### config.mk
export PLATFORM = sky130hd
export DESIGN_NAME = pvc_ctrl_regs
export DESIGN_NICKNAME = d
export VERILOG_FILES = /design/src/hdl/pvc_pkg.sv /design/src/hdl/pvc_pin_edge.sv /design/src/hdl/pvc_reg_cell.sv /design/src/hdl/pvc_ctrl_regs.sv
export SDC_FILE = /design/constraint.sdc
export NUM_CORES = 1
export LEC_CHECK = 0
export BUFFER_PORTS_ARGS = -buffer_cell sky130_fd_sc_hd__buf_4
export CORE_MARGIN = 4
export CORE_UTILIZATION = 63
export CTS_CLUSTER_SIZE = 25
export DETAILED_ROUTE_END_ITERATION = 16
export GPL_TIMING_DRIVEN = 0
export PLACE_DENSITY = 0.85
export SLEW_MARGIN = 20
export SYNTH_ARGS = -nofsm -noshare
export SYNTH_HDL_FRONTEND = slang
export SYNTH_SLANG_ARGS = --single-unit
export TNS_END_PERCENT = 30
### constraint.sdc
create_clock -name clk_sys -period 7.4 [get_ports clk_sys]
set_clock_uncertainty 0.1 [all_clocks]
set_input_delay 2.22 -clock clk_sys [delete_from_list [all_inputs] [get_ports clk_sys]]
set_output_delay 2.22 -clock clk_sys [all_outputs]
set_load 0.05 [all_outputs]
### src/hdl/pvc_pkg.sv
// Purpose : Shared constants, types and register map of the preamp control bank
// Assumes : Byte-wide registers on a 16-bit register address space
// Notes   : Register addresses and masks live here only

package pvc_pkg;

    // ----------------------------------------------------------------
    // Register map
    // ----------------------------------------------------------------
    localparam int          NUM_REGS   = 10;
    localparam logic [15:0] ADDR_FADE  = 16'h8429;
    localparam logic [15:0] ADDR_BLUE  = 16'h8430;
    localparam logic [15:0] ADDR_GREEN = 16'h8431;
    localparam logic [15:0] ADDR_RED   = 16'h8432;
    localparam logic [15:0] ADDR_CONTR = 16'h8433;
    localparam logic [15:0] ADDR_CONV1 = 16'h8434;
    localparam logic [15:0] ADDR_CONV2 = 16'h8435;
    localparam logic [15:0] ADDR_CONV3 = 16'h8436;
    localparam logic [15:0] ADDR_CONV4 = 16'h8437;
    localparam logic [15:0] ADDR_CFG   = 16'h8438;

    // Cell indices
    localparam int IDX_FADE  = 0;
    localparam int IDX_BLUE  = 1;
    localparam int IDX_GREEN = 2;
    localparam int IDX_RED   = 3;
    localparam int IDX_CONTR = 4;
    localparam int IDX_CONV1 = 5;
    localparam int IDX_CONV2 = 6;
    localparam int IDX_CONV3 = 7;
    localparam int IDX_CONV4 = 8;
    localparam int IDX_CFG   = 9;

    // Writable bits; reserved bits are stored and read as zero
    localparam logic [7:0] MASK_FULL = 8'hff;
    localparam logic [7:0] MASK_LOW7 = 8'h7f;
    localparam logic [7:0] REG_RESET = 8'h00;
    localparam logic [7:0] UNMAPPED_READ = 8'h00;

    localparam logic [15:0] REG_ADDR [NUM_REGS] = '{
        ADDR_FADE, ADDR_BLUE, ADDR_GREEN, ADDR_RED, ADDR_CONTR,
        ADDR_CONV1, ADDR_CONV2, ADDR_CONV3, ADDR_CONV4, ADDR_CFG};
    localparam logic [7:0] REG_MASK [NUM_REGS] = '{
        MASK_FULL, MASK_LOW7, MASK_LOW7, MASK_LOW7, MASK_LOW7,
        MASK_FULL, MASK_FULL, MASK_FULL, MASK_FULL, MASK_LOW7};

    // ----------------------------------------------------------------
    // Field positions
    // ----------------------------------------------------------------
    localparam int FADE_V_HI = 7;
    localparam int FADE_V_LO = 4;
    localparam int FADE_H_HI = 3;
    localparam int FADE_H_LO = 0;
    localparam int GAIN_HI   = 6;
    localparam int CFG_OPT_HI   = 6;
    localparam int CFG_OPT_LO   = 5;
    localparam int CFG_MIX_BIT  = 6;
    localparam int CFG_RANGE_BIT = 5;
    localparam int CFG_OSD_HI   = 4;
    localparam int CFG_OSD_LO   = 3;
    localparam int CFG_DC_HI    = 2;
    localparam int CFG_DC_LO    = 0;

    // ----------------------------------------------------------------
    // Serial bus framing
    // ----------------------------------------------------------------
    localparam logic [2:0] BIT_FIRST  = 3'h0;
    localparam logic [2:0] BIT_LAST   = 3'h7;
    localparam logic [2:0] BIT_STEP   = 3'h1;
    localparam logic [1:0] BYTE_DEV   = 2'h0;
    localparam logic [1:0] BYTE_PHI   = 2'h1;
    localparam logic [1:0] BYTE_PLO   = 2'h2;
    localparam logic [1:0] BYTE_DATA  = 2'h3;
    localparam logic [1:0] BYTE_STEP  = 2'h1;
    localparam logic [15:0] PTR_STEP  = 16'h0001;
    localparam logic [15:0] PTR_RESET = 16'h0000;

    typedef enum logic [2:0] {
        ST_IDLE  = 3'b000,
        ST_RX    = 3'b001,
        ST_ACK   = 3'b010,
        ST_TX    = 3'b011,
        ST_TXACK = 3'b100
    } pvc_state_t;

    // Levels presented to the analog circuits
    typedef struct packed {
        logic [3:0] vertical_fade_span;
        logic [3:0] horizontal_fade_span;
        logic [6:0] blue_gain_code;
        logic [6:0] green_gain_code;
        logic [6:0] red_gain_code;
        logic [6:0] common_contrast_code;
        logic [7:0] converter_one_code;
        logic [7:0] converter_two_code;
        logic [7:0] converter_three_code;
        logic [7:0] converter_four_code;
        logic [1:0] converter_option_field;
        logic       converter_range_alt;
        logic       converter_four_mix;
        logic [1:0] overlay_contrast;
        logic [2:0] video_level_shift;
    } pvc_analog_t;

endpackage : pvc_pkg

### src/hdl/pvc_pin_edge.sv
// Purpose : Edge detect for a bus pin already synchronous to clk_sys
// Assumes : Pin input is sampled directly, no synchroniser needed
// Notes   : Rise and fall are single-cycle pulses

`timescale 1ns/1ps

module pvc_pin_edge (
    input  wire logic clk_sys,  // System clock
    input  wire logic reset,    // Synchronous reset, high
    input  wire logic pinIn,    // Pin level
    output logic      pinPrev,  // Level one cycle ago
    output logic      pinRise,  // Rising edge pulse
    output logic      pinFall   // Falling edge pulse
);

    logic next_pinPrev;

    // ----------------------------------------------------------------
    // Edge logic
    // ----------------------------------------------------------------
    // Idle bus is high, so reset to high avoids a false fall
    always_comb begin
        next_pinPrev = pinIn;
        pinRise      = pinIn & ~pinPrev;
        pinFall      = ~pinIn & pinPrev;
    end

    // History register
    always_ff @(posedge clk_sys) begin
        if (reset) begin
            pinPrev <= 1'b1;
        end else begin
            pinPrev <= next_pinPrev;
        end
    end

endmodule : pvc_pin_edge

### src/hdl/pvc_reg_cell.sv
// Purpose : One byte-wide control register with reserved-bit mask
// Assumes : Write enable is a single-cycle strobe
// Notes   : Masked bits are stored as zero, so they read back as zero

`timescale 1ns/1ps

module pvc_reg_cell #(
    parameter logic [7:0] MASK  = 8'hff, // Writable bits
    parameter logic [7:0] RESET = 8'h00  // Value after reset
) (
    input  wire logic       clk_sys,  // System clock
    input  wire logic       reset,    // Synchronous reset, high
    input  wire logic       wrEn,     // Write strobe
    input  wire logic [7:0] wrData,   // Write byte
    output logic      [7:0] value     // Stored byte
);

    logic [7:0] next_value;

    // ----------------------------------------------------------------
    // Storage
    // ----------------------------------------------------------------
    // Hold until the next write; reserved bits are dropped
    always_comb begin
        next_value = value;
        if (wrEn) begin
            next_value = wrData & MASK;
        end
    end

    // Register
    always_ff @(posedge clk_sys) begin
        if (reset) begin
            value <= RESET & MASK;
        end else begin
            value <= next_value;
        end
    end

endmodule : pvc_reg_cell

### src/hdl/pvc_ctrl_regs.sv
// Purpose : Preamp video control register bank behind a two-wire serial slave
// Assumes : scl and sda inputs synchronous to clk_sys, far slower than it
// Notes   : 16-bit register pointer, auto-increment on every data byte

`timescale 1ns/1ps

// Operation
// - Fade register upper nibble holds the vertical fade interval.
// - Fade register lower nibble holds the horizontal fade interval.
// - Blue gain keeps a seven-bit code; top bit reserved.
// - Green gain keeps a seven-bit code; top bit reserved.
// - Red gain keeps a seven-bit code; top bit reserved.
// - Contrast keeps a seven-bit code common to all channels; top bit reserved.
// - Converters one to three hold eight-bit codes; range from config bit five.
// - Converter four holds eight-bit code, optionally scaled and mixed into video.
// - Config: bit7 reserved, option field, overlay contrast, DC offset bits 2-0.
// - Config bit five low picks lower converter range; high picks alternate.
module pvc_ctrl_regs
    import pvc_pkg::*;
#(
    parameter logic [6:0] DEV_ADDR = 7'h2a // Bus address, arbitrary value
) (
    input  wire logic  clk_sys,    // System clock, 100 MHz
    input  wire logic  reset,      // Synchronous reset, high
    input  wire logic  sclIn,      // Serial clock level
    input  wire logic  sdaIn,      // Serial data line level
    output logic       sdaOut,     // Data drive value, always low
    output logic       sdaOe,      // High while pulling data low
    output pvc_analog_t analogCtrl // Levels to analog circuits
);

    // ----------------------------------------------------------------
    // Declarations
    // ----------------------------------------------------------------
    pvc_state_t  state;
    pvc_state_t  next_state;
    logic [2:0]  bitCount;
    logic [2:0]  next_bitCount;
    logic [7:0]  shiftReg;
    logic [7:0]  next_shiftReg;
    logic        byteFull;
    logic        next_byteFull;
    logic [1:0]  byteIdx;
    logic [1:0]  next_byteIdx;
    logic        readMode;
    logic        next_readMode;
    logic [15:0] regPtr;
    logic [15:0] next_regPtr;
    logic        next_sdaOe;
    logic        next_sdaOut;
    logic        wrStrobe;
    logic        loadTx;
    logic [7:0]  rdData;
    logic        sclPrev;
    logic        sclRise;
    logic        sclFall;
    logic        sdaPrev;
    logic        sdaRise;
    logic        sdaFall;
    logic        startCond;
    logic        stopCond;
    logic [NUM_REGS-1:0] cellWr;
    logic [7:0]  cellVal [NUM_REGS];

    // ----------------------------------------------------------------
    // Pin edges
    // ----------------------------------------------------------------
    pvc_pin_edge u_scl_edge (
        .clk_sys (clk_sys),
        .reset   (reset),
        .pinIn   (sclIn),
        .pinPrev (sclPrev),
        .pinRise (sclRise),
        .pinFall (sclFall)
    );

    pvc_pin_edge u_sda_edge (
        .clk_sys (clk_sys),
        .reset   (reset),
        .pinIn   (sdaIn),
        .pinPrev (sdaPrev),
        .pinRise (sdaRise),
        .pinFall (sdaFall)
    );

    // Data moving while clock stays high frames a transfer
    assign startCond = sdaFall & sclIn & sclPrev;
    assign stopCond  = sdaRise & sclIn & sclPrev;

    // ----------------------------------------------------------------
    // Register cells
    // ----------------------------------------------------------------
    // reserved bits masked
    genvar gi;
    generate
        for (gi = 0; gi < NUM_REGS; gi++) begin : g_cell
            assign cellWr[gi] = wrStrobe && (regPtr == REG_ADDR[gi]);
            pvc_reg_cell #(
                .MASK  (REG_MASK[gi]),
                .RESET (REG_RESET)
            ) u_cell (
                .clk_sys (clk_sys),
                .reset   (reset),
                .wrEn    (cellWr[gi]),
                .wrData  (shiftReg),
                .value   (cellVal[gi])
            );
        end
    endgenerate

    // Read-back mux; addresses outside the bank answer zero
    always_comb begin
        rdData = UNMAPPED_READ;
        for (int i = 0; i < NUM_REGS; i++) begin
            if (regPtr == REG_ADDR[i]) begin
                rdData = cellVal[i];
            end
        end
    end

    // ----------------------------------------------------------------
    // Serial slave sequencer
    // ----------------------------------------------------------------
    // Sample on clock rise, change drive on clock fall
    always_comb begin
        next_state    = state;
        next_bitCount = bitCount;
        next_shiftReg = shiftReg;
        next_byteFull = byteFull;
        next_byteIdx  = byteIdx;
        next_readMode = readMode;
        next_regPtr   = regPtr;
        next_sdaOe    = sdaOe;
        next_sdaOut   = 1'b0;
        wrStrobe      = 1'b0;
        loadTx        = 1'b0;
        if (startCond) begin
            // Repeated start restarts framing, pointer is kept
            next_state    = ST_RX;
            next_bitCount = BIT_FIRST;
            next_byteFull = 1'b0;
            next_byteIdx  = BYTE_DEV;
            next_sdaOe    = 1'b0;
        end else if (stopCond) begin
            next_state = ST_IDLE;
            next_sdaOe = 1'b0;
        end else begin
            case (state)
                ST_RX: begin
                    if (sclRise) begin
                        next_shiftReg = {shiftReg[6:0], sdaIn};
                        next_bitCount = bitCount + BIT_STEP;
                        if (bitCount == BIT_LAST) begin
                            next_byteFull = 1'b1;
                        end
                    end else if (sclFall && byteFull) begin
                        next_byteFull = 1'b0;
                        next_state    = ST_ACK;
                        next_sdaOe    = 1'b1;
                        if (byteIdx != BYTE_DATA) begin
                            next_byteIdx = byteIdx + BYTE_STEP;
                        end
                        case (byteIdx)
                            BYTE_DEV: begin
                                if (shiftReg[7:1] == DEV_ADDR) begin
                                    next_readMode = shiftReg[0];
                                end else begin
                                    // Not ours: stay off the line
                                    next_state = ST_IDLE;
                                    next_sdaOe = 1'b0;
                                end
                            end
                            BYTE_PHI: begin
                                next_regPtr[15:8] = shiftReg;
                            end
                            BYTE_PLO: begin
                                next_regPtr[7:0] = shiftReg;
                            end
                            default: begin
                                wrStrobe    = 1'b1;
                                next_regPtr = regPtr + PTR_STEP;
                            end
                        endcase
                    end
                end
                ST_ACK: begin
                    if (sclFall) begin
                        next_bitCount = BIT_FIRST;
                        if (readMode) begin
                            loadTx = 1'b1;
                        end else begin
                            next_state = ST_RX;
                            next_sdaOe = 1'b0;
                        end
                    end
                end
                ST_TX: begin
                    if (sclFall) begin
                        next_bitCount = bitCount + BIT_STEP;
                        next_shiftReg = {shiftReg[6:0], 1'b0};
                        if (bitCount == BIT_LAST) begin
                            // Release for the master acknowledge
                            next_state = ST_TXACK;
                            next_sdaOe = 1'b0;
                        end else begin
                            next_sdaOe = ~shiftReg[6];
                        end
                    end
                end
                ST_TXACK: begin
                    if (sclRise && sdaIn) begin
                        // No acknowledge ends the read
                        next_state = ST_IDLE;
                    end else if (sclFall) begin
                        loadTx = 1'b1;
                    end
                end
                default: begin
                    next_sdaOe = 1'b0;
                end
            endcase
            if (loadTx) begin
                // Open drain: pull low only for a zero bit
                next_state    = ST_TX;
                next_bitCount = BIT_FIRST;
                next_shiftReg = rdData;
                next_sdaOe    = ~rdData[7];
                next_regPtr   = regPtr + PTR_STEP;
            end
        end
    end

    // Sequencer registers
    always_ff @(posedge clk_sys) begin
        if (reset) begin
            state    <= ST_IDLE;
            bitCount <= BIT_FIRST;
            shiftReg <= REG_RESET;
            byteFull <= 1'b0;
            byteIdx  <= BYTE_DEV;
            readMode <= 1'b0;
            regPtr   <= PTR_RESET;
            sdaOe    <= 1'b0;
            sdaOut   <= 1'b0;
        end else begin
            state    <= next_state;
            bitCount <= next_bitCount;
            shiftReg <= next_shiftReg;
            byteFull <= next_byteFull;
            byteIdx  <= next_byteIdx;
            readMode <= next_readMode;
            regPtr   <= next_regPtr;
            sdaOe    <= next_sdaOe;
            sdaOut   <= next_sdaOut;
        end
    end

    // ----------------------------------------------------------------
    // Analog control fields
    // ----------------------------------------------------------------
    // Pure wiring from cell flops, so outputs stay registered
    // vertical fade nibble
    assign analogCtrl.vertical_fade_span   = cellVal[IDX_FADE][FADE_V_HI:FADE_V_LO];
    assign analogCtrl.horizontal_fade_span = cellVal[IDX_FADE][FADE_H_HI:FADE_H_LO];
    assign analogCtrl.blue_gain_code       = cellVal[IDX_BLUE][GAIN_HI:0];
    assign analogCtrl.green_gain_code      = cellVal[IDX_GREEN][GAIN_HI:0];
    assign analogCtrl.red_gain_code        = cellVal[IDX_RED][GAIN_HI:0];
    assign analogCtrl.common_contrast_code = cellVal[IDX_CONTR][GAIN_HI:0];
    assign analogCtrl.converter_one_code   = cellVal[IDX_CONV1];
    assign analogCtrl.converter_two_code   = cellVal[IDX_CONV2];
    assign analogCtrl.converter_three_code = cellVal[IDX_CONV3];
    assign analogCtrl.converter_four_code  = cellVal[IDX_CONV4];
    assign analogCtrl.converter_option_field = cellVal[IDX_CFG][CFG_OPT_HI:CFG_OPT_LO];
    assign analogCtrl.overlay_contrast       = cellVal[IDX_CFG][CFG_OSD_HI:CFG_OSD_LO];
    assign analogCtrl.video_level_shift      = cellVal[IDX_CFG][CFG_DC_HI:CFG_DC_LO];
    assign analogCtrl.converter_range_alt    = cellVal[IDX_CFG][CFG_RANGE_BIT];
    assign analogCtrl.converter_four_mix     = cellVal[IDX_CFG][CFG_MIX_BIT];

endmodule : pvc_ctrl_regs

Word level (Yosys, flattened, before mapping)
Cells that the tools add are included.
{"block": "word_totals", "input_bits": 4, "register_bits": 112, "out_inout_bits": 79, "elab_cells": 191}
{"block": "op_classes", "n_eq_ne": 46, "bitwise": 17, "addsub": 3, "mux": 64, "reduce_logical": 38}
{"op": "$eq 16x16->1 const B", "count": 10}
{"op": "$mux 8", "count": 13}
{"op": "$mux 16", "count": 4}
{"op": "$pmux 8 s2", "count": 3}
{"op": "$ne 5x5->1 const B", "count": 7}
{"op": "$mux 3", "count": 11}
{"op": "$mux 1", "count": 26}
{"op": "$ne 3x3->1 const B", "count": 8}
{"op": "$reduce_and 8->1", "count": 3}
{"op": "$ne 2x2->1 const B", "count": 9}
{"op": "$reduce_and 6->1", "count": 3}
{"op": "$add 16x1->16 const B", "count": 1}
{"op": "$reduce_and 5->1", "count": 3}
{"op": "$logic_and 1x1->1", "count": 12}
{"op": "$pmux 3 s4", "count": 1}
{"op": "$not 1->1", "count": 9}
{"op": "$pmux 3 s3", "count": 1}
{"op": "$and 1x1->1", "count": 8}
{"op": "$ne 2x1->1 const B", "count": 4}
{"op": "$reduce_bool 4->1", "count": 2}
{"op": "$eq 7x6->1 const B", "count": 1}
{"op": "$reduce_and 7->1", "count": 1}
{"op": "$reduce_bool 7->1", "count": 1}
{"op": "$eq 3x2->1 const B", "count": 2}
{"op": "17 further kinds", "count": 25}

Longest topological paths before layout
Gate-level depths: netlist (run 1).
{"block": "logic_depth", "ltp_word": 13, "mapped_depth": 10, "mapped_depth_nobuf": 8}

Hierarchy
Synthesis (run 1) repeated with hierarchy kept, for this count alone.
{"block": "hier_totals", "hier_cells": 743, "area_unflattened_um2": 6098.3}
{"mod": "pvc_ctrl_regs", "area_each_um2": 3296.9, "instances": 1, "cells_per_inst": 485}
{"mod": "pvc_reg_cell (g_cell[0].u_cell ...)", "area_each_um2": 285.3, "instances": 5, "cells_per_inst": 26}
{"mod": "pvc_reg_cell (g_cell[1].u_cell ...)", "area_each_um2": 259.0, "instances": 5, "cells_per_inst": 24}
{"mod": "pvc_pin_edge", "area_each_um2": 40.0, "instances": 2, "cells_per_inst": 4}

Least setup slack after synthesis (run 1)
No wires, ideal clock.
{"block": "synth_timing", "path_type": "input to register", "start": "input sclIn", "end": "register g_cell[1].u_cell.value[0]", "arrival_time_ps": 3850, "slack_ps": 3322, "t_required_ps": 7172, "setup_ps": 128, "path_stages": 8, "path_cell_list": "nor2b_1 -> clkbuf_1 -> nand3_1 -> nor2_1 -> clkbuf_1 -> nand4_1 -> mux2i_1 -> nor2_1"}
{"block": "synth_via", "elab_chain_cells": 9}
{"element": "start, declared", "line": "pvc_ctrl_regs.sv:25", "rtl": "input wire logic sclIn,"}
{"element": "$not 1->1", "line": "pvc_pin_edge.sv:25", "rtl": "pinFall = ~pinIn & pinPrev;"}
{"element": "$and 1x1->1", "line": "pvc_pin_edge.sv:25"}
{"element": "$logic_and 1x1->1", "line": "pvc_ctrl_regs.sv:156", "rtl": "end else if (sclFall && byteFull) begin"}
{"element": "$mux 1", "line": "pvc_ctrl_regs.sv:156"}
{"element": "$mux 1", "line": "pvc_ctrl_regs.sv:150", "rtl": "if (sclRise) begin"}
{"element": "$mux 1", "line": "pvc_ctrl_regs.sv:148", "rtl": "case (state)"}
{"element": "$mux 1", "line": "pvc_ctrl_regs.sv:144", "rtl": "end else if (stopCond) begin"}
{"element": "$mux 1 *", "line": "pvc_ctrl_regs.sv:137", "rtl": "if (startCond) begin"}
{"element": "$logic_and 1x1->1 *", "line": "pvc_ctrl_regs.sv:97", "rtl": "assign cellWr[gi] = wrStrobe && (regPtr == REG_ADDR[gi]);"}
{"element": "end signal, assigned", "line": "pvc_reg_cell.sv:34", "rtl": "value <= RESET & MASK;"}
{"element": "end signal, assigned", "line": "pvc_reg_cell.sv:36", "rtl": "value <= next_value;"}
{"element": "end, declared", "line": "pvc_reg_cell.sv:15", "rtl": "output logic [7:0] value"}
Every way passes the cells marked *; elsewhere a longest branch is shown, timed or not.
A chain may end at the register's enable or synchronous reset.

Worst setup path in the final report (run 1)
{"block": "layout_timing", "start": "input sclIn", "end": "register g_cell[1].u_cell.value[5]"}
The elaborated chain is that of the path after synthesis.

==> qor.csv, run 1 <==
stage,metric,value,unit
floorplan,die area,11360,µm²
logic_synthesis,synth warn,0,
setup_path,Critical Path RT,7580,ps
logic_synthesis,Synth Cell Area,6125,µm²
setup_path,Setup Crit Path Kind,primary input to flip-flop,
timing,worst slew pin tran,1088,ps
floorplan,IO Count,83,
clocking,CTS max path bufs,2,
cells_and_area,antenna diode count,0,
outcome,status,finished clean,
worst_hold_path,hold crit path type,flip-flop to flip-flop,
setup_path,kind of end point of the critical path,flip-flop,
cells_and_area,"commonest non-fill, non-tap cell in the layout",nand2_1,
cells_and_area,Storage cell area,2242,µm²
setup_path,"Slowest-stage cell, CP",nand4_1,
setup_path,Critical R2R Launch,regPtr[8],
setup_path,Critical Path Max Stage Delay,560,ps
cells_and_area,share of layout cells above drive strength 1,0.1461,
routing,# DRC,0,
logic_synthesis,"Seq/Total Area, Yosys",0.3661,
logic_synthesis,Synth Net Count,803,
logic_synthesis,Most used DFF post-synth,dfxtp_1,
clocking,Root Driver,clkbuf_8,
floorplan,Die Y,106.6,µm
logic_synthesis,Post-synth ARST share,0,
timing,final setup vio count,0,
clocking,cts repair resizes,0,
cells_and_area,area of the multi-input gates,3530,µm²
setup_path,worst-path fanout max,10,
logic_synthesis,"EDFF count, synth",0,
clocking,setup bufs post-CTS,0,
grt,Total GRT Usage,0.3669,
setup_path,worst r2r dst,sdaOe,
floorplan,Die W,106.6,µm
logic_synthesis,average size of a mapped cell,7.772,µm²
routing,Initial DRC Count,800,
clocking,H-tree levels,3,
clocking,clk slew on worst S/H paths,110,ps
logic_synthesis,Synth Instances,788,
grt,wire length of the first global-routing pass,32910,µm
timing,Final Slew Violations,0,
logic_synthesis,Synth Register Bits,112,
timing,RSZ-0062 raised after global routing,false,
routing,WL final,21080,µm
place,Place WS,2537,ps
grt,vias in the first global route,6235,
clocking,CTS tree,done,
grt,largest net degree at the start of global routing,21,
power_and_ir_drop,leakage,0.002596,µW
logic_synthesis,Netlist cell types,67,
cells_and_area,"commonest cells after routing, fill and taps aside","nand2_1 (120), dfxtp_1 (112), nor2_1 (91), buf_4 (83), a21oi_1 (77)",
setup_path,CP arrival,4660,ps
routing,Final ANT Viol Nets,0,
cells_and_area,nets@finish,894,
clocking,clk_lat worst skew,400,ps
setup_path,worst path cell trace,buf_4 > nor2b_1 > clkbuf_1 > nand3_1 > nor2_1 > clkbuf_1 > nand4_1 > mux2i_1 > nor2_1,
timing,Final min period,4485,ps
routing,Via-to-Cell Ratio,6.570,
power_and_ir_drop,Peak VDD IR,176.0,µV
timing,setup TNS,0,ps
clocking,CTS sink count,112,
power_and_ir_drop,PD cells,143.2,nW/µm²
setup_path,Reg2Reg Depth,7,
timing,Worst slew margin,0.2728,
floorplan,Rows,35,
cells_and_area,Final Util,0.7550,
grt,initial antenna violation count,0,
setup_path,Worst Setup Start Kind,primary input,
place,Port Buf Inserts,80,
setup_path,crit path launch,sclIn,
job,Max-Cap Viols,0,
routing,first drt pass iteration count,5,
routing,vias,6649,
timing,fin crit share,0.6061,
floorplan,initial core utilization,0.6535,
clocking,# hold bufs at CTS,0,
floorplan,core area,9371,µm²
cells_and_area,area grow syn2layout,15.53,%
cells_and_area,Fillers,761,
timing,FMAX,0.2230,GHz
setup_path,CP endpoint,g_cell[1].u_cell.value[5],
routing,WL per Instance,20.83,µm
timing,"Hold Vio Cnt, Final",0,
timing,Setup WS post-layout,2915,ps
place,routability congestion estimate,0.9816,
place,detailed placement HPWL,15280,µm
clocking,CTS Buf Count,9,
setup_path,R2R setup slack,4330,ps
grt,grt total ovfl,0,
[where the power goes]
group | switching, µW | internal (µW) | total (µW) | leakage [µW]
Sequential | 1.92 | 604 | 606 | 0.000902
Clock | 237 | 131 | 369 | 0.0000960
Combinational | 29.3 | 9.02 | 38.3 | 0.00160
Total | 269 | 744 | 1010 | 0.00260
[final cells by class]
type                    instances  share of cell area
multi-input cells             593              0.4989
flip-flops and latches        112              0.3169
repair buffers                 80             0.08488
plain buffers                  65             0.04103
well taps                     129             0.02281
clock buffers                   9             0.01751
inverters                      18            0.009549
clock inverters                 6            0.008488
[worst min path at each step]
stage	start	endpoint	slack [ps]	cells past startpoint
6_report	sdaOe	sdaOe	360	2
5_1_grt	sdaOe	sdaOe	380	2
2_1_floorplan	byteFull	byteFull	350	2
3_5_place_dp	sdaOe	sdaOe	350	2
3_3_place_gp	sdaOe	sdaOe	350	2
4_1_cts	sdaOe	sdaOe	360	2
[stage by stage]
step / total power, µW / hold slack (ps) / std cells / area (µm²)
CTS: 1010 / 364.3 / 1012 / 7076
global placement: 655.2 / 350.7 / 997 / 6887
global route: 1036 / 384.5 / 1012 / 7076
finish: 1013 / 364.5 / 1012 / 7076
detailed placement: 656.5 / 352.7 / 997 / 6892
floorplan: 643.3 / 351.4 / 788 / 6125
[cell usage after synthesis (4+ instances only)]
master	instances	area [µm²]
buf_1	4	15.01
o31ai_1	11	82.58
nand2b_1	6	37.54
and3_1	8	50.05
mux2i_1	41	410.4
ha_1	11	137.6
nor2b_1	9	56.30
o211ai_1	4	30.03
clkbuf_1	50	187.7
o2bb2ai_1	5	43.79
inv_1	18	67.56
o22ai_1	11	68.82
nand4_1	8	50.05
a22oi_1	11	82.58
a221oi_1	6	52.55
a21oi_1	77	385.4
a2bb2oi_1	5	43.79
buf_2	4	20.02
buf_6	4	45.04
nand3_1	30	150.1
o31a_1	4	35.03
nor2_1	91	341.6
nand2_1	120	450.4
o21ai_0	35	175.2
o21ai_1	4	20.02
nor3_1	11	55.05
a211oi_1	15	112.6
dfxtp_1	112	2242
or3_1	8	50.05
a31oi_1	4	25.02
[kinds of logic (layout without fill, tap and decap cells)]
family                   Yosys count  count (layout)  synth area share
AO/OA/AOI/OAI                    214             214            0.2219
XOR/XNOR                           2               2          0.002861
adder cells (fa/ha/maj)           11              11           0.02247
buffers and inverters             83             178           0.05842
flip-flops                       112             112            0.3661
multiplexers                      42              42           0.06885
other                              1               1         0.0006123
AND/OR/NAND/NOR                  323             323            0.2588
[layer usage]
| layer | vias to the layer above | wire length, µm | track usage |
|---|---|---|---|
| met5 | - | 0 | 0 |
| met4 | 0 | 1024 | 0.1671 |
| met1 | 3072 | 7751 | 0.4552 |
| met2 | 485 | 9716 | 0.5980 |
| li1 | 2986 | - | - |
| met3 | 106 | 2590 | 0.09573 |
[flip-flops by register name, summed over array words and instances (netlist names)]
register and flops:
bitCount 3, u_scl_edge.pinPrev 1, u_sda_edge.pinPrev 1, byteFull 1, byteIdx 2, readMode 1
g_cell.u_cell.value 75, sdaOe 1, regPtr 16, state 3, shiftReg 8
[critical path: cells and delay by family]
| family | cells | cell delay [ps] |
|---|---|---|
| mux | 1 | 360 |
| simple gates | 5 | 1290 |
| buf+inv | 3 | 780 |
(Power assumes the default switching activity.)
==> run 2: changes to the inputs <==
Settings changed: ABC_AREA set to 1, CORE_UTILIZATION 63 to 52, PLACE_DENSITY 0.85 to 0.75.
Clock period 7.4 ns to 3.95 ns, I/O delays scaled along.
==> run 2 against run 1 <==
Via count fell by 6.2%; core utilization fell by 12 points; critical path type unchanged; sequential power rose by 98%; routed wire length fell by 12%.
==> qor.csv, run 2 <==
stage,metric,value,unit,change
outcome,status,finished clean,,unchanged
cells_and_area,Final Cell Area,7039,µm²,was 7076 µm²
floorplan,Rows,38,,was 35
routing,WL per Instance,16.79,µm,was 20.83 µm
setup_path,Critical Path RT,4150,ps,was 7580 ps
logic_synthesis,Netlist cell types,43,,was 67
routing,Final ANT Viol Nets,0,,unchanged
floorplan,core area,11030,µm²,was 9371 µm²
cells_and_area,area of the multi-input gates,3067,µm²,was 3530 µm²
routing,vias,6237,,was 6649
timing,Final Slew Violations,0,,unchanged
grt,wire length of the first global-routing pass,28890,µm,was 32910 µm
place,routability congestion estimate,0.9433,,was 0.9816
logic_synthesis,share of the synthesized area in the top cell type,0.3752,,was 0.3661
cells_and_area,Fillers,1023,,was 761
worst_hold_path,hold crit path type,flip-flop to flip-flop,,unchanged
logic_synthesis,Synth Cell Area,5976,µm²,was 6125 µm²
logic_synthesis,Synth Register Bits,112,,unchanged
setup_path,Setup Crit Path Kind,primary input to flip-flop,,unchanged
power_and_ir_drop,PD cells,346.5,nW/µm²,was 143.2 nW/µm²
clocking,setup bufs post-CTS,0,,unchanged
place,detailed placement HPWL,13510,µm,was 15280 µm
power_and_ir_drop,Total Power,2439,µW,was 1013 µW
routing,Via-to-Cell Ratio,5.660,,was 6.570
timing,Final min period,3117,ps,
cells_and_area,top flop regs,"g_cell.u_cell.value x75, regPtr x16, shiftReg x8",,unchanged
logic_synthesis,"EDFF count, synth",0,,unchanged
job,Max-Cap Viols,0,,unchanged
clocking,clk slew on worst S/H paths,80,ps,was 110 ps
cells_and_area,nets@finish,972,,was 894
floorplan,die area,13270,µm²,was 11360 µm²
clocking,CTS max path bufs,2,,unchanged
timing,FMAX,0.3208,GHz,
grt,vias in the first global route,5506,,was 6235
timing,Worst slew margin,0.3982,,was 0.2728
timing,final setup vio count,0,,unchanged
logic_synthesis,"Seq/Total Area, Yosys",0.3752,,was 0.3661
cells_and_area,share of layout cells above drive strength 1,0.1674,,was 0.1461
clocking,CTS tree,done,,unchanged
logic_synthesis,Post-synth ARST share,0,,unchanged
clocking,H-tree levels,3,,unchanged
setup_path,worst-path fanout max,10,,unchanged
setup_path,R2R setup slack,1060,ps,was 4330 ps
timing,setup TNS,0,ps,unchanged
logic_synthesis,Synth Instances,866,,was 788
place,placed insts,1086,,was 997
routing,WL final,18500,µm,was 21080 µm
timing,worst slew pin tran,902.7,ps,was 1088 ps
floorplan,initial core utilization,0.5417,,was 0.6535
setup_path,kind of end point of the critical path,flip-flop,,unchanged
timing,"Hold Vio Cnt, Final",0,,unchanged
power_and_ir_drop,leakage,0.002892,µW,was 0.002596 µW
setup_path,Worst Setup Start Kind,primary input,,unchanged
clocking,CTS Buf Count,9,,unchanged
logic_synthesis,Synth Net Count,881,,was 803
place,Port Buf Inserts,80,,unchanged
cells_and_area,area grow syn2layout,17.80,%,was 15.53%
clocking,CTS sink count,112,,unchanged
clocking,clk_lat worst skew,370,ps,was 400 ps
clocking,cts repair resizes,0,,unchanged
cells_and_area,Top reg by flops,g_cell.u_cell.value,,unchanged
logic_synthesis,top post-synthesis cells by area,"dfxtp_1 (38%), nand2_1 (9.7%), o21ai_0 (8.3%)",,"was dfxtp_1 (37%), nand2_1 (7.4%), mux2i_1 (6.7%)"
cells_and_area,Storage cell area,2242,µm²,unchanged
floorplan,Die W,115.2,µm,was 106.6 µm
grt,Total GRT Usage,0.2814,,was 0.3669
routing,Initial DRC Count,661,,was 800
cells_and_area,"commonest cells after routing, fill and taps aside","nand2_1 (154), dfxtp_1 (112), inv_1 (107), o21ai_0 (99), nor2_1 (90)",,"was nand2_1 (120), dfxtp_1 (112), nor2_1 (91), buf_4 (83), a21oi_1 (77)"
place,dpl cell area,6751,µm²,was 6892 µm²
logic_synthesis,Synth area leader,dfxtp_1,,unchanged
timing,fin crit share,0.7892,,
grt,grt total ovfl,0,,unchanged
routing,# DRC,0,,unchanged
logic_synthesis,Most used DFF post-synth,dfxtp_1,,unchanged
routing,first drt pass iteration count,6,,was 5
grt,largest net degree at the start of global routing,21,,unchanged
timing,hold_ws,368.4,ps,was 364.5 ps
grt,initial antenna violation count,0,,unchanged
logic_synthesis,average size of a mapped cell,6.900,µm²,was 7.772 µm²
clocking,# hold bufs at CTS,0,,unchanged
clocking,Root Driver,clkbuf_16,,was clkbuf_8
logic_synthesis,most common cell in the synthesized netlist,nand2_1,,unchanged
logic_synthesis,synth warn,0,,unchanged
logic_synthesis,most frequent cells after synthesis,"nand2_1 (154), dfxtp_1 (112), inv_1 (107), o21ai_0 (99), nor2_1 (90)",,"was nand2_1 (120), dfxtp_1 (112), nor2_1 (91), a21oi_1 (77), clkbuf_1 (50)"
cells_and_area,"commonest non-fill, non-tap cell in the layout",nand2_1,,unchanged
setup_path,CP arrival,3320,ps,was 4660 ps
power_and_ir_drop,Peak VDD IR,362.6,µV,was 176.0 µV
floorplan,Die Y,115.2,µm,was 106.6 µm
cells_and_area,max reg flops,75,,unchanged
floorplan,IO Count,83,,unchanged
cells_and_area,antenna diode count,0,,unchanged
timing,RSZ-0062 raised after global routing,false,,unchanged
cells_and_area,Final Instance Count excl. Fillers,1102,,was 1012
run 2: layout make-up:
type	instances	share of cell area
clock inverters	7	0.008887
repair buffers	80	0.08532
inverters	115	0.06132
multi-input cells	590	0.4357
clock buffers	9	0.03199
plain buffers	49	0.03342
well taps	140	0.02488
flip-flops and latches	112	0.3185
run 2: logic make-up (layout without fill, tap and decap cells):
family / count (synthesis) / count (layout) / share of synthesized area
buffers and inverters: 164 / 260 / 0.1116
DFF: 112 / 112 / 0.3752
muxes: 1 / 1 / 0.001884
other: 1 / 1 / 0.0006275
xor gates and xnor gates: 6 / 6 / 0.008796
and+or+nand+nor: 325 / 325 / 0.2351
AOI/OAI and AO/OA: 246 / 246 / 0.2437
adders and majority gates: 11 / 11 / 0.02303
run 2: routing by layer:
metal | track usage | wire length [µm]
met1 | 0.4023 | 8209
met2 | 0.4186 | 7992
met3 | 0.07316 | 1866
met4 | 0.08138 | 430
met5 | 0 | 0
run 2: per-stage QoR:
step / setup slack, ps / util
2_1_floorplan: 1208 / -
5_1_grt: 623.9 / 0.6382
3_3_place_gp: 578.6 / 0.6121
4_1_cts: 885.7 / 0.6382
3_5_place_dp: 543.0 / 0.6121
6_report: 832.8 / 0.6382
run 2: power by group:
part           switching [µW]  internal [µW]  total (µW)
Combinational             240           91.5         332
Sequential               35.0           1160        1200
Clock                     469            442         911
Total                     744           1700        2440
run 2: worst paths after layout:
| check | startpoint | to | depth (start not counted) |
|---|---|---|---|
| worst min register to register | byteFull | byteFull | 2 |
| worst max-delay path | sclIn | g_cell[0].u_cell.value[7] | 11 |
| worst min-delay path | byteFull | byteFull | 2 |
| worst max register to register | regPtr[0] | shiftReg[5] | 21 |
run 2: worst max-delay path, stage by stage:
cell and delay [ps]:
buf_4 120, nor2_2 160, inv_1 120, nor2_1 230, inv_1 120, nor2_1 160, nand2_1 240, nor3_2 380
buf_2 310, o21ai_0 120, a21oi_1 160
==> run 3: changes to the inputs <==
Clock period 3.95 ns to 2.8 ns, I/O delays scaled along.
==> run 3 against run 2 <==
Critical path depth fell by 2; sequential share of layout area down 0.42 points; routed wire length increased by 1.5%; via count is essentially flat; sequential cell count is the same; clock-buffer cell count stayed put; setup slack got worse by 760 ps; combinational power rose by 43%; final area increased by 1.3%; largest cell class unchanged.
==> qor.csv, run 3 (synthesis gave the netlist of run 2 again) <==
stage,metric,value,unit,change
clocking,H-tree levels,3,,unchanged
cells_and_area,Storage cell area,2242,µm²,unchanged
timing,FMAX,0.3667,GHz,
setup_path,CP Buf/Inv Count,3,,was 4
floorplan,IO Count,83,,unchanged
timing,worst slew pin tran,898.7,ps,was 902.7 ps
floorplan,Die W,115.2,µm,unchanged
routing,Final ANT Viol Nets,0,,unchanged
setup_path,Critical Path Max Stage Delay,440,ps,was 380 ps
setup_path,worst path cell trace,buf_4 > nor2_2 > inv_1 > nor2_1 > nand4_1 > nor2_2 > buf_2 > nor2_1 > a211oi_1,,was buf_4 > nor2_2 > inv_1 > nor2_1 > inv_1 > nor2_1 > nand2_1 > nor3_2 > buf_2 > o21ai_0 > a21oi_1
grt,grt total ovfl,0,,unchanged
cells_and_area,share of layout cells above drive strength 1,0.1834,,was 0.1674
setup_path,Worst Setup Start Kind,primary input,,unchanged
setup_path,Critical Path RT,2980,ps,was 4150 ps
cells_and_area,Top reg by flops,g_cell.u_cell.value,,unchanged
timing,final setup vio count,0,,unchanged
routing,first drt pass iteration count,5,,was 6
cells_and_area,Final Util,0.6467,,was 0.6382
cells_and_area,antenna diode count,0,,unchanged
timing,fin crit share,0.9740,,
worst_hold_path,Hold Path Origin,byteFull,,unchanged
clocking,clk slew on worst S/H paths,80,ps,about the same
setup_path,worst-path fanout max,10,,unchanged
setup_path,Crit path max-delay family,simple AND/OR/NAND/NOR gates,,unchanged
grt,Total GRT Usage,0.2814,,unchanged
grt,met3 Use GR,0.07316,,unchanged
power_and_ir_drop,PD cells,483.8,nW/µm²,was 346.5 nW/µm²
routing,WL final,18770,µm,was 18500 µm
cells_and_area,max reg flops,75,,unchanged
routing,Initial DRC Count,631,,was 661
timing,Final min period,2727,ps,
worst_hold_path,hold crit path type,flip-flop to flip-flop,,unchanged
cells_and_area,"commonest non-fill, non-tap cell in the layout",nand2_1,,unchanged
clocking,# hold bufs at CTS,0,,unchanged
grt,initial antenna violation count,0,,unchanged
clocking,CTS max path bufs,2,,unchanged
timing,hold_ws,370.3,ps,was 368.4 ps
clocking,clk_lat worst skew,370,ps,about the same
grt,wire length of the first global-routing pass,28890,µm,unchanged
setup_path,Reg2Reg Depth,19,,was 21
setup_path,"Slowest-stage cell, CP",nor2_2,,was nor3_2
routing,WL per Instance,16.99,µm,was 16.79 µm
clocking,CTS tree,done,,unchanged
floorplan,Die Y,115.2,µm,unchanged
grt,vias in the first global route,5506,,unchanged
timing,RSZ-0062 raised after global routing,true,,was false
floorplan,core area,11030,µm²,unchanged
floorplan,initial core utilization,0.5417,,unchanged
worst_hold_path,hold endpoint,byteFull,,unchanged
timing,Worst slew margin,0.4009,,was 0.3982
routing,vias,6236,,was 6237
outcome,status,finished clean,,unchanged
cells_and_area,nets@finish,975,,was 972
grt,met2 usage,0.4186,,unchanged
cells_and_area,top flop regs,"g_cell.u_cell.value x75, regPtr x16, shiftReg x8",,unchanged
routing,# DRC,0,,unchanged
place,detailed placement HPWL,13510,µm,unchanged
cells_and_area,"commonest cells after routing, fill and taps aside","nand2_1 (153), dfxtp_1 (112), inv_1 (107), o21ai_0 (99), buf_4 (89)",,"was nand2_1 (154), dfxtp_1 (112), inv_1 (107), o21ai_0 (99), nor2_1 (90)"
setup_path,Critical R2R Launch,regPtr[1],,was regPtr[0]
grt,largest net degree at the start of global routing,21,,unchanged
clocking,CTS sink count,112,,unchanged
floorplan,Rows,38,,unchanged
setup_path,Setup Crit Path Kind,primary input to flip-flop,,unchanged
job,Max-Cap Viols,0,,unchanged
setup_path,R2R setup slack,120,ps,was 1060 ps
place,routability congestion estimate,0.9433,,unchanged
timing,Final Slew Violations,0,,unchanged
cells_and_area,area grow syn2layout,19.37,%,was 17.80%
setup_path,CP arrival,2910,ps,was 3320 ps
routing,Via-to-Cell Ratio,5.643,,was 5.660
setup_path,worst r2r dst,shiftReg[5],,unchanged
worst_hold_path,worst hold path depth,2,,unchanged
cells_and_area,area of the multi-input gates,3129,µm²,was 3067 µm²
power_and_ir_drop,Peak VDD IR,514.2,µV,was 362.6 µV
timing,"Hold Vio Cnt, Final",0,,unchanged
clocking,CTS Buf Count,9,,unchanged
power_and_ir_drop,leakage,0.002936,µW,was 0.002892 µW
place,Port Buf Inserts,80,,unchanged
floorplan,die area,13270,µm²,unchanged
clocking,Root Driver,clkbuf_16,,unchanged
setup_path,kind of end point of the critical path,flip-flop,,unchanged
grt,gr busiest metal,met2,,unchanged
cells_and_area,Fillers,1009,,was 1023
grt,met1 Usage GRT,0.4023,,unchanged
run 3: layout make-up:
class	instances	area share
clock inverter	7	0.008770
clock buffer	9	0.03157
buffer	49	0.03420
multi-input combinational	590	0.4387
timing repair buffer	83	0.08735
inverter	115	0.06052
sequential	112	0.3143
tap	140	0.02456
run 3: worst max-delay path by stage:
stage                     slack, ps  startpoint  depth (start not counted)                   endpoint
after floorplan                 400       sclIn                          8  g_cell[9].u_cell.value[5]
after global placement         -230       sclIn                         11  g_cell[0].u_cell.value[7]
after detailed placement       -260       sclIn                         11  g_cell[0].u_cell.value[7]
after CTS                        10   regPtr[0]                         21                shiftReg[6]
after global routing            -90       sclIn                          9  g_cell[2].u_cell.value[4]
final                            70       sclIn                          9  g_cell[8].u_cell.value[6]
run 3: worst min-delay path, cell delays in order (launching register included):
cell     delay, ps
dfxtp_1        320
nand2_1         60
a21oi_1         50
run 3: layer usage:
layer	wire, µm	share of wire	up-vias
met5	0	0	-
met4	334	0.018	0
met3	1811	0.096	31
met2	8180	0.44	288
met1	8442	0.45	2869
li1	-	-	3048
run 3: what timing repair did:
action	CTS	global route
resized for setup	0	25
endpoints found under the setup margin	0	37
setup buffers	0	3
run 3: report_power, final:
part | leakage, µW | total (µW) | switching, µW | internal (µW)
logic | 0.00190 | 475 | 344 | 130
clock network | 0.000133 | 1290 | 662 | 623
registers | 0.000903 | 1690 | 51.5 | 1640
total | 0.00294 | 3450 | 1060 | 2390
run 3: per-stage QoR:
| stage | setup WS (ps) | instances | total power, µW | TNS (ps) | instance area (µm²) |
|---|---|---|---|---|---|
| final | 72.89 | 1105 | 3451 | 0 | 7133 |
| after global routing | -85.88 | 1105 | 3568 | -756.2 | 7133 |
| after CTS | 14.06 | 1102 | 3440 | 0 | 7039 |
| after detailed placement | -262.0 | 1086 | 2180 | -11030 | 6751 |
| after global placement | -226.4 | 1086 | 2175 | -8340 | 6751 |
| after floorplan | 402.7 | 866 | 2037 | 0 | 5976 |
